===== src/hdl/tlbex_pkg.sv =====
package tlbex_pkg;

   localparam int unsigned ENTRIES = 8;
   localparam int unsigned IDX_W = 3;
   localparam int unsigned TAG_W = 8;
   localparam int unsigned PPN_W = 27;
   localparam int unsigned PFN_W = 20;
   localparam int unsigned CACHE_W = 3;
   localparam int unsigned MASK_W = 12;
   localparam int unsigned ENTRY_W = TAG_W + 1 + PPN_W + MASK_W + PFN_W + CACHE_W + 2;

   // coprocessor-zero register numbers
   localparam logic [4:0] REG_PTP = 5'h04;
   localparam logic [4:0] REG_FVA = 5'h08;
   localparam logic [4:0] REG_COUNT = 5'h09;
   localparam logic [4:0] REG_COMPARE = 5'h0b;
   localparam logic [4:0] REG_STATUS = 5'h0c;
   localparam logic [4:0] REG_CAUSE = 5'h0d;
   localparam logic [4:0] REG_RESTART = 5'h0e;
   localparam logic [4:0] REG_WATCH_LO = 5'h12;
   localparam logic [4:0] REG_WATCH_HI = 5'h13;
   localparam logic [4:0] REG_XPTR = 5'h14;
   localparam logic [4:0] REG_PARITY = 5'h1a;
   localparam logic [4:0] REG_CACHE_FAULT = 5'h1b;
   localparam logic [4:0] REG_ERR_RESTART = 5'h1e;
   // block-local registers
   localparam logic [4:0] REG_ENTRY_HIGH = 5'h0a;
   localparam logic [4:0] REG_INDEX = 5'h00;
   localparam logic [4:0] REG_ENTRY_LOW = 5'h02;

   // page-table pointer layout
   localparam int unsigned PTP_FPP_LSB = 4;
   localparam int unsigned PTP_FPP_W = 19;
   localparam int unsigned PTP_BASE_LSB = 23;
   localparam int unsigned PTP_BASE_W = 9;
   localparam int unsigned VA_FPP_LSB = 13;
   localparam logic [31:0] PTP_RESET = 32'h0000_0000;

   // status layout (block-local)
   localparam int unsigned ST_IE = 0;
   localparam int unsigned ST_EXL = 1;
   localparam int unsigned ST_ERL = 2;
   localparam int unsigned ST_MODE_LSB = 3;
   localparam int unsigned ST_IM_LSB = 8;
   localparam int unsigned ST_X64 = 16;
   localparam logic [31:0] STATUS_RESET = 32'h0000_0004;

   localparam logic [2:0] CACHE_UNCACHED = 3'h2;
   localparam logic [63:0] HANDLER_VEC = 64'h0000_0000_8000_0180;
   localparam logic [1:0] MODE_KERNEL = 2'h0;

   typedef enum logic [1:0] {
      TLBEX_OP_PROBE = 2'b00,
      TLBEX_OP_READ = 2'b01,
      TLBEX_OP_WR_IDX = 2'b10,
      TLBEX_OP_WR_RND = 2'b11
   } tlbex_op_t;

   typedef enum logic [2:0] {
      TLBEX_RES_HIT = 3'b000,
      TLBEX_RES_REFILL = 3'b001,
      TLBEX_RES_INVALID = 3'b010,
      TLBEX_RES_MODIFY = 3'b011,
      TLBEX_RES_UNCACHED = 3'b100
   } tlbex_res_t;

   typedef struct packed {
      logic [TAG_W-1:0] tag;
      logic global_f;
      logic [PPN_W-1:0] ppn;
      logic [MASK_W-1:0] mask;
      logic [PFN_W-1:0] pfn;
      logic [CACHE_W-1:0] cache;
      logic dirty;
      logic valid;
   } tlbex_entry_t;

   typedef struct packed {
      logic valid;
      logic [63:0] pc;
      logic in_delay;
      logic [63:0] branch_pc;
      logic [2:0] fault;
   } tlbex_stage_t;

endpackage : tlbex_pkg


===== src/hdl/tlbex_mem.sv =====
`timescale 1ns/1ns
module tlbex_mem
   import tlbex_pkg::*;
(
   input wire logic clk,
   input wire logic we,
   input wire logic [IDX_W-1:0] waddr,
   input wire logic [ENTRY_W-1:0] wdata,
   input wire logic [IDX_W-1:0] raddr,
   output logic [ENTRY_W-1:0] rdata
);
   logic [ENTRY_W-1:0] mem [ENTRIES];

   always_ff @(posedge clk)
   begin
      if (we)
      begin
         mem[waddr] <= wdata;
      end
   end

   always_ff @(posedge clk)
   begin
      rdata <= mem[raddr];
   end
endmodule : tlbex_mem


===== src/hdl/tlbex_top.sv =====
`timescale 1ns/1ns
module tlbex_top
   import tlbex_pkg::*;
(
   input wire logic clk,
   input wire logic rst_b,
   input wire logic [4:0] reg_addr,
   input wire logic [31:0] reg_wdata,
   input wire logic reg_wr,
   input wire logic reg_rd,
   output logic [31:0] reg_rdata,
   input wire logic xlat_req,
   input wire logic [63:0] xlat_va,
   input wire logic xlat_store,
   output logic xlat_done,
   output tlbex_res_t xlat_res,
   output logic [31:0] xlat_pa,
   output logic xlat_uncached,
   input wire logic op_req,
   input wire tlbex_op_t op_code,
   output logic op_done,
   input wire tlbex_stage_t stage_old,
   input wire tlbex_stage_t stage_young,
   input wire logic eret,
   input wire logic [7:0] irq,
   output logic flush_young,
   output logic redirect,
   output logic [63:0] redirect_pc,
   output logic irq_take,
   output logic kernel_mode,
   input wire logic src_busy,
   input wire logic [4:0] src_a,
   input wire logic [4:0] src_b,
   input wire logic [4:0] dst_pend,
   output logic stall
);
   import tlbex_pkg::*;

   ////////////////////////////////////////////////////////////////////////
   logic [31:0] ptp_q;
   logic [31:0] status_q;
   logic [63:0] restart_q;
   logic [63:0] fva_q;
   logic [TAG_W+PPN_W-1:0] ehi_q;
   logic [IDX_W-1:0] index_q;
   logic probe_miss_q;
   logic [IDX_W-1:0] rnd_q;
   tlbex_entry_t ent_wr_q;
   tlbex_entry_t ent [ENTRIES];
   logic [ENTRY_W-1:0] mem_rdata;
   logic mem_we;
   logic [IDX_W-1:0] mem_waddr;

   function automatic logic ent_match(input tlbex_entry_t e, input logic [63:0] va,
                                      input logic [TAG_W-1:0] tag, input logic x64);
      logic [PPN_W-1:0] vpn;
      logic [PPN_W-1:0] msk;
      vpn = va[39:13];
      // upper 8 bits of the pair number only count in 64-bit mode
      msk = {{(PPN_W-19){x64}}, 7'h7f, ~e.mask};
      ent_match = ((vpn & msk) == (e.ppn & msk)) && (e.global_f || e.tag == tag);
   endfunction : ent_match

   ////////////////////////////////////////////////////////////////////////
   // match array
   logic [ENTRIES-1:0] hit_vec;
   logic [IDX_W-1:0] hit_idx;
   logic [ENTRIES-1:0] probe_vec;
   logic [IDX_W-1:0] probe_idx;

   always_comb
   begin
      hit_idx = '0;
      probe_idx = '0;
      for (int i = 0; i < ENTRIES; i++)
      begin
         hit_vec[i] = ent_match(ent[i], xlat_va, ehi_q[TAG_W+PPN_W-1:PPN_W], status_q[ST_X64]);
         probe_vec[i] = ent_match(ent[i], {24'h0, ehi_q[PPN_W-1:0], 13'h0},
                                  ehi_q[TAG_W+PPN_W-1:PPN_W], 1'b1);
         if (hit_vec[i])
         begin
            hit_idx = IDX_W'(i);
         end
         if (probe_vec[i])
         begin
            probe_idx = IDX_W'(i);
         end
      end
   end

   ////////////////////////////////////////////////////////////////////////
   // translation result
   tlbex_entry_t he;
   tlbex_res_t res_d;
   assign he = ent[hit_idx];

   always_comb
   begin
      if (hit_vec == '0)
      begin
         res_d = TLBEX_RES_REFILL;
      end
      else if (!he.valid)
      begin
         res_d = TLBEX_RES_INVALID;
      end
      else if (xlat_store && !he.dirty)
      begin
         res_d = TLBEX_RES_MODIFY;
      end
      else if (he.cache == CACHE_UNCACHED)
      begin
         res_d = TLBEX_RES_UNCACHED;
      end
      else
      begin
         res_d = TLBEX_RES_HIT;
      end
   end

   always_ff @(posedge clk)
   begin
      if (!rst_b)
      begin
         xlat_done <= 1'b0;
         xlat_res <= TLBEX_RES_HIT;
         xlat_pa <= '0;
         xlat_uncached <= 1'b0;
      end
      else
      begin
         xlat_done <= xlat_req;
         if (xlat_req)
         begin
            xlat_res <= res_d;
            xlat_pa <= {he.pfn, xlat_va[11:0]};
            xlat_uncached <= (res_d == TLBEX_RES_UNCACHED);
         end
      end
   end

   ////////////////////////////////////////////////////////////////////////
   // buffer operations; a shadow copy feeds the parallel compare
   logic op_rd_q;
   tlbex_entry_t rd_ent;
   tlbex_entry_t ent_wdata;
   assign rd_ent = tlbex_entry_t'(mem_rdata);

   always_comb
   begin
      ent_wdata = ent_wr_q;
      // a written entry takes page pair and tag from entry-high, as a probe does
      ent_wdata.tag = ehi_q[TAG_W+PPN_W-1:PPN_W];
      ent_wdata.ppn = ehi_q[PPN_W-1:0];
   end

   assign mem_we = op_req && (op_code == TLBEX_OP_WR_IDX || op_code == TLBEX_OP_WR_RND);
   assign mem_waddr = (op_code == TLBEX_OP_WR_RND) ? rnd_q : index_q;

   tlbex_mem u_mem (
      .clk(clk),
      .we(mem_we),
      .waddr(mem_waddr),
      .wdata(ENTRY_W'(ent_wdata)),
      .raddr(index_q),
      .rdata(mem_rdata)
   );

   always_ff @(posedge clk)
   begin
      if (!rst_b)
      begin
         for (int i = 0; i < ENTRIES; i++)
         begin
            ent[i] <= '0;
         end
      end
      else if (mem_we)
      begin
         ent[mem_waddr] <= ent_wdata;
      end
   end

   always_ff @(posedge clk)
   begin
      if (!rst_b)
      begin
         index_q <= '0;
         probe_miss_q <= 1'b0;
         rnd_q <= '1;
         op_rd_q <= 1'b0;
         op_done <= 1'b0;
         ent_wr_q <= '0;
      end
      else
      begin
         rnd_q <= rnd_q - 1'b1;
         op_rd_q <= op_req && op_code == TLBEX_OP_READ;
         op_done <= op_req;
         if (op_req && op_code == TLBEX_OP_PROBE)
         begin
            index_q <= probe_idx;
            probe_miss_q <= (probe_vec == '0);
         end
         else if (reg_wr && reg_addr == REG_INDEX)
         begin
            index_q <= reg_wdata[IDX_W-1:0];
         end
         if (op_rd_q)
         begin
            ent_wr_q <= tlbex_entry_t'(mem_rdata);
         end
         else if (reg_wr && reg_addr == REG_ENTRY_HIGH)
         begin
            ent_wr_q.tag <= reg_wdata[31:24];
            ent_wr_q.global_f <= reg_wdata[23];
            ent_wr_q.cache <= reg_wdata[22:20];
            ent_wr_q.dirty <= reg_wdata[19];
            ent_wr_q.valid <= reg_wdata[18];
            ent_wr_q.mask <= reg_wdata[MASK_W-1:0];
         end
         else if (reg_wr && reg_addr == REG_ENTRY_LOW)
         begin
            // frame number for the physical address
            ent_wr_q.pfn <= reg_wdata[PFN_W-1:0];
         end
      end
   end

   ////////////////////////////////////////////////////////////////////////
   // exception selection
   logic exception_level_flag;
   logic error_level_flag;
   logic take_old;
   logic take_young;
   logic irq_ok;
   tlbex_stage_t ex;
   assign exception_level_flag = status_q[ST_EXL];
   assign error_level_flag = status_q[ST_ERL];
   assign irq_ok = status_q[ST_IE] && !exception_level_flag && !error_level_flag && |(irq & status_q[ST_IM_LSB +: 8]);
   assign take_old = stage_old.valid && stage_old.fault != 3'h0;
   assign take_young = !take_old && stage_young.valid && stage_young.fault != 3'h0;
   // interrupts restart at the older instruction unless the younger stage faults in the same cycle
   assign ex = take_young ? stage_young : stage_old;

   logic exc;
   assign exc = take_old || take_young || (irq_ok && stage_old.valid);

   always_ff @(posedge clk)
   begin
      if (!rst_b)
      begin
         flush_young <= 1'b0;
         redirect <= 1'b0;
         redirect_pc <= '0;
         irq_take <= 1'b0;
      end
      else
      begin
         flush_young <= exc;
         redirect <= exc || eret;
         redirect_pc <= exc ? HANDLER_VEC : restart_q;
         irq_take <= irq_ok && stage_old.valid && !take_old;
      end
   end

   always_ff @(posedge clk)
   begin
      if (!rst_b)
      begin
         restart_q <= '0;
      end
      else if (exc && !exception_level_flag)
      begin
         restart_q <= ex.in_delay ? ex.branch_pc : ex.pc;
      end
      else if (reg_wr && reg_addr == REG_RESTART)
      begin
         restart_q <= {32'h0, reg_wdata};
      end
   end

   always_ff @(posedge clk)
   begin
      if (!rst_b)
      begin
         status_q <= STATUS_RESET;
      end
      else if (exc)
      begin
         status_q[ST_EXL] <= 1'b1;
      end
      else if (eret)
      begin
         status_q[ST_EXL] <= 1'b0;
      end
      else if (reg_wr && reg_addr == REG_STATUS)
      begin
         status_q <= reg_wdata & 32'h0001_ff1f;
      end
   end

   always_ff @(posedge clk)
   begin
      if (!rst_b)
      begin
         kernel_mode <= 1'b1;
      end
      else
      begin
         kernel_mode <= exception_level_flag || error_level_flag || exc || status_q[ST_MODE_LSB +: 2] == MODE_KERNEL;
      end
   end

   ////////////////////////////////////////////////////////////////////////
   // translation fault capture; hardware capture wins over software write
   logic xfault;
   assign xfault = xlat_req && res_d != TLBEX_RES_HIT && res_d != TLBEX_RES_UNCACHED;

   always_ff @(posedge clk)
   begin
      if (!rst_b)
      begin
         ptp_q <= PTP_RESET;
         fva_q <= '0;
         ehi_q <= '0;
      end
      else
      begin
         if (xfault)
         begin
            ptp_q[PTP_FPP_LSB +: PTP_FPP_W] <= xlat_va[VA_FPP_LSB +: PTP_FPP_W];
            fva_q <= xlat_va;
            ehi_q[PPN_W-1:0] <= xlat_va[39:13];
         end
         else if (reg_wr && reg_addr == REG_ENTRY_HIGH)
         begin
            ehi_q <= {reg_wdata[31:24], 8'h0, reg_wdata[31:13]};
         end
         else if (op_rd_q)
         begin
            ehi_q <= {rd_ent.tag, rd_ent.ppn};
         end
         if (reg_wr && reg_addr == REG_PTP)
         begin
            ptp_q[PTP_BASE_LSB +: PTP_BASE_W] <= reg_wdata[PTP_BASE_LSB +: PTP_BASE_W];
         end
      end
   end

   ////////////////////////////////////////////////////////////////////////
   // register read port
   always_ff @(posedge clk)
   begin
      if (!rst_b)
      begin
         reg_rdata <= '0;
      end
      else if (reg_rd)
      begin
         unique case (reg_addr)
            REG_PTP: reg_rdata <= ptp_q;
            REG_FVA: reg_rdata <= fva_q[31:0];
            REG_STATUS: reg_rdata <= status_q;
            REG_RESTART: reg_rdata <= restart_q[31:0];
            REG_INDEX: reg_rdata <= {probe_miss_q, 28'h0, index_q};
            REG_ENTRY_HIGH: reg_rdata <= {ehi_q[TAG_W+PPN_W-1:PPN_W], 5'h0, ehi_q[18:0]};
            default: reg_rdata <= '0;
         endcase
      end
      else
      begin
         reg_rdata <= '0;
      end
   end

   ////////////////////////////////////////////////////////////////////////
   // general-register interlock; coprocessor state has none, software pads
   always_ff @(posedge clk)
   begin
      if (!rst_b)
      begin
         stall <= 1'b0;
      end
      else
      begin
         stall <= src_busy && dst_pend != 5'h0 && (src_a == dst_pend || src_b == dst_pend);
      end
   end
endmodule : tlbex_top


===== config.mk =====
export PLATFORM = sky130hd
export DESIGN_NAME = tlbex_top
export DESIGN_NICKNAME = d
export VERILOG_FILES = /design/src/hdl/tlbex_pkg.sv /design/src/hdl/tlbex_mem.sv /design/src/hdl/tlbex_top.sv
export SDC_FILE = /design/constraint.sdc
export NUM_CORES = 2
export LEC_CHECK = 0
export BUFFER_PORTS_ARGS = -buffer_cell sky130_fd_sc_hd__buf_4
export CORE_MARGIN = 5
export CORE_UTILIZATION = 45
export CTS_CLUSTER_DIAMETER = 200
export DETAILED_ROUTE_END_ITERATION = 8
export PLACE_DENSITY = 0.72
export SYNTH_ARGS = -nofsm -noshare
export SYNTH_HDL_FRONTEND = slang
export SYNTH_SLANG_ARGS = --single-unit

===== constraint.sdc =====
create_clock -name clk -period 10.1 [get_ports clk]
set_clock_uncertainty 0.15 [all_clocks]
set_input_delay 1.01 -clock clk [delete_from_list [all_inputs] [get_ports clk]]
set_output_delay 1.01 -clock clk [all_outputs]
set_load 0.02 [all_outputs]

==> results.ini <==
[clock_network]
numCtsBuffers = 163
postCtsSetupBuffers = 0
cts_sinks = 1580
cts_root_buffer = clkbuf_16
clkSlewWorstSetupHoldPaths_ns = 0.06
cts.htree.levels = 4
cts_resized = 0
hold_buffers = 0
clock_latency_ns = 0.80
cts_tree = yes
clk_path_buf_depth = 3

[power_and_ir_drop]
leakage_uw = 0.0288
combPwrFrac_pct = 8.2
netSwitchingFraction_pct = 24.2
internal_power_uw = 11200
seq_power_share_pct = 49.9
power.density_mw_per_mm2 = 185
p_sw_uw = 3560
clkPwrFrac_pct = 41.8
irDropWorstVdd_mv = 0.181

[placement]
place_congestion = 0.952
pre_cts_ws_ns = 3.64
io_buffers = 515
detailed_place_hpwl_um = 157000

[critical_path]
worst-setup-path-type = reg -> reg
cp_common_cell = a21oi_1
path_max_fanout = 83
start_kind = flop
cpPeakStageDelay_ns = 0.97
critPathRequiredTime_ns = 10.59
path_cells = xor2_1 > nor4_1 > a21oi_1 > a2111o_1 > nor3_1 > a21oi_1 > o21ai_4 > buf_4 > a221oi_1 > or4_4 > o2111ai_1 > o21ai_0
end_kind = flop
critPathSlowestCell = dfxtp_1
arrival_ns = 6.55
rrSetupSlack_ns = 4.04

[layout]
area.growth.synth_to_final_pct = 16.8
drive_gt1_share_pct = 18.9
nets = 6135
num-fill-cells = 12600
mostFrequentLayoutCell = edfxtp_1
final_cell_mix = 1,168 x edfxtp_1, 625 x buf_4, 584 x and2_1

[logic_synthesis]
async_flop_share_pct = 0
synth_area_leader_cell = edfxtp_1
yosysUniqueCellTypes = 75
seq_area_frac_synth_pct = 63.3
synthTopCellsByArea = edfxtp_1 51%, dfxtp_1 12%, and2_1 5.3%
synth_top_area_share_pct = 51.3
syn-num-nets = 5753
synth.avg_cell_area_um2 = 12.8
ys_ff_latch = 1580
synthCells = 5351
yosysWarnings = 0
netlist_area_mm2 = 0.0684
synth-edff-count = 1168
synthFlopType = edfxtp_1

[detailed_routing]
ant_nets = 0
post-route-drc-count = 0
first_pass_iters = 9
route.vias.total = 48300
dr.first_iter.drc_count = 7235
via_per_inst = 6.10
wire_per_inst_um = 30.2
routed_wl_um = 239000

[sta]
rsz0062_at_grt = no
setup_ws_ns = 4.04
fin_crit_sh_pct = 60.0
setup_viol = 0
worst_pin_slew_ns = 1.26
slew_headroom_pct = 16.0
hold_viol_final = 0
final.setup.tns_ns = 0
max_freq_ghz = 0.165
period_needed_ns = 6.06
drv_slew = 0

[floorplanning]
rows = 143
ios = 540
core_area_mm2 = 0.152
die_h_um = 400
die-area_mm2 = 0.160
initial_core_util_pct = 45.2
die_x_um = 400

[outcome]
status = completed

[grt]
antenna_found_initial = 33
grt_usage_pct = 29.0
grt_max_degree = 85
grt_overflow = 0
grt_pass1_vias = 45800
grt_pass1_wl_um = 332000

[hold_path]
holdCritPathClass = reg -> reg

[run]
maxCapViolations = 0

==> worst max-delay path, delay by kind of cell (launching register included) <==
family / cells / cell delay (ns)
compound gates: 7 / 2.16
simple gates: 3 / 1.71
flops: 1 / 0.97
buf+inv: 1 / 0.74
xor+xnor: 1 / 0.15
==> power by group through the flow <==
| stage | clock [uW] | sequential (uW) | combinational, uW |
|---|---|---|---|
| 2_1_floorplan | 0 | 7460 | 648 |
| 3_3_place_gp | 0 | 7480 | 1170 |
| 3_5_place_dp | 0 | 7500 | 1180 |
| 4_1_cts | 6190 | 7360 | 1190 |
| 5_1_grt | 6470 | 7380 | 1270 |
| 6_report | 6170 | 7360 | 1210 |
==> path summary, 6_finish.rpt <==
kind | from | end | depth (start not counted)
max reg2reg | ehi_q[33] | ehi_q[0] | 12
min reg2reg | rnd_q[0] | rnd_q[0] | 1
min | rnd_q[0] | rnd_q[0] | 1
max | ehi_q[33] | ehi_q[0] | 12
==> layout make-up <==
type	instances	area (um^2)	share of cell area, %
flip-flops and latches	1580	43300	54.2
well taps	2030	2540	3.18
diodes	20	50.0	0.0626
clock inverters	82	796	0.996
clock buffers	221	4700	5.88
inverters	34	134	0.168
repair buffers	626	4700	5.88
multi-input cells	3328	23700	29.6
==> cells by family (layout without fill, tap and decap cells) <==
logic type / count (synthesis) / in the layout / synth area share (%)
other: 0 / 20 / 0
AND/OR/NAND/NOR: 1817 / 1817 / 13.4
XOR/XNOR: 458 / 458 / 5.86
flip-flops: 1580 / 1580 / 63.3
AO/OA/AOI/OAI: 736 / 736 / 7.51
buffers and inverters: 443 / 963 / 2.59
multiplexers: 316 / 316 / 7.31
adder cells (fa/ha/maj): 1 / 1 / 0.0183
==> synthesized netlist by cell type, types with 3 or more instances <==
cell	instances
dfxtp_1	412
clkinv_1	8
nor2b_1	68
a2111oi_0	13
a311oi_1	32
xor2_1	184
nand2_1	568
o21a_1	3
nand4_1	34
nor3b_1	20
a31oi_1	66
nor4_1	48
mux2_2	12
a311o_1	40
mux4_2	146
nor3_1	86
o2111ai_1	15
and3_1	45
edfxtp_1	1168
mux2i_1	158
o31ai_1	3
xnor2_1	274
buf_6	4
nor2_1	263
o21ai_1	16
clkbuf_1	324
o22ai_1	83
buf_1	31
o221ai_1	4
o21ai_0	58
a22oi_1	59
a221oi_1	11
nand3_1	71
a21oi_1	153
inv_1	26
a222oi_1	13
and2_1	585
buf_2	47
or4_1	11
o211ai_1	35
o2111ai_2	10
a211oi_1	97
==> registers in the layout (all words and copies together) (netlist names), 35 cells and up <==
register and flops:
u_mem.mem 584, ent 584, ent_wdata 38, restart_q 64, u_mem.rdata 73, redirect_pc 64, ehi_q 35
==> per-layer routing <==
| metal | wire length [um] | GRT usage, % | up-vias |
|---|---|---|---|
| li1 | - | - | 20300 |
| met4 | 11300 | 11.8 | 10 |
| met2 | 105000 | 43.1 | 3350 |
| met3 | 33000 | 9.32 | 566 |
| met1 | 90100 | 39.6 | 24100 |
| met5 | 67 | 0 | - |
==> per-stage QoR <==
stage                     hold slack, ns  area (um^2)  cells  util (%)  total power, uW
after detailed placement           0.251        74400   7598      49.1             8670
after global routing               0.290        79900   7912      52.7            15100
after global placement             0.242        74400   7598      49.1             8650
after floorplan                    0.230        68400   5351         -             8110
final                              0.271        79900   7921      52.7            14700
after CTS                          0.264        79900   7901      52.7            14700
Power figures use the tool's default switching activity.
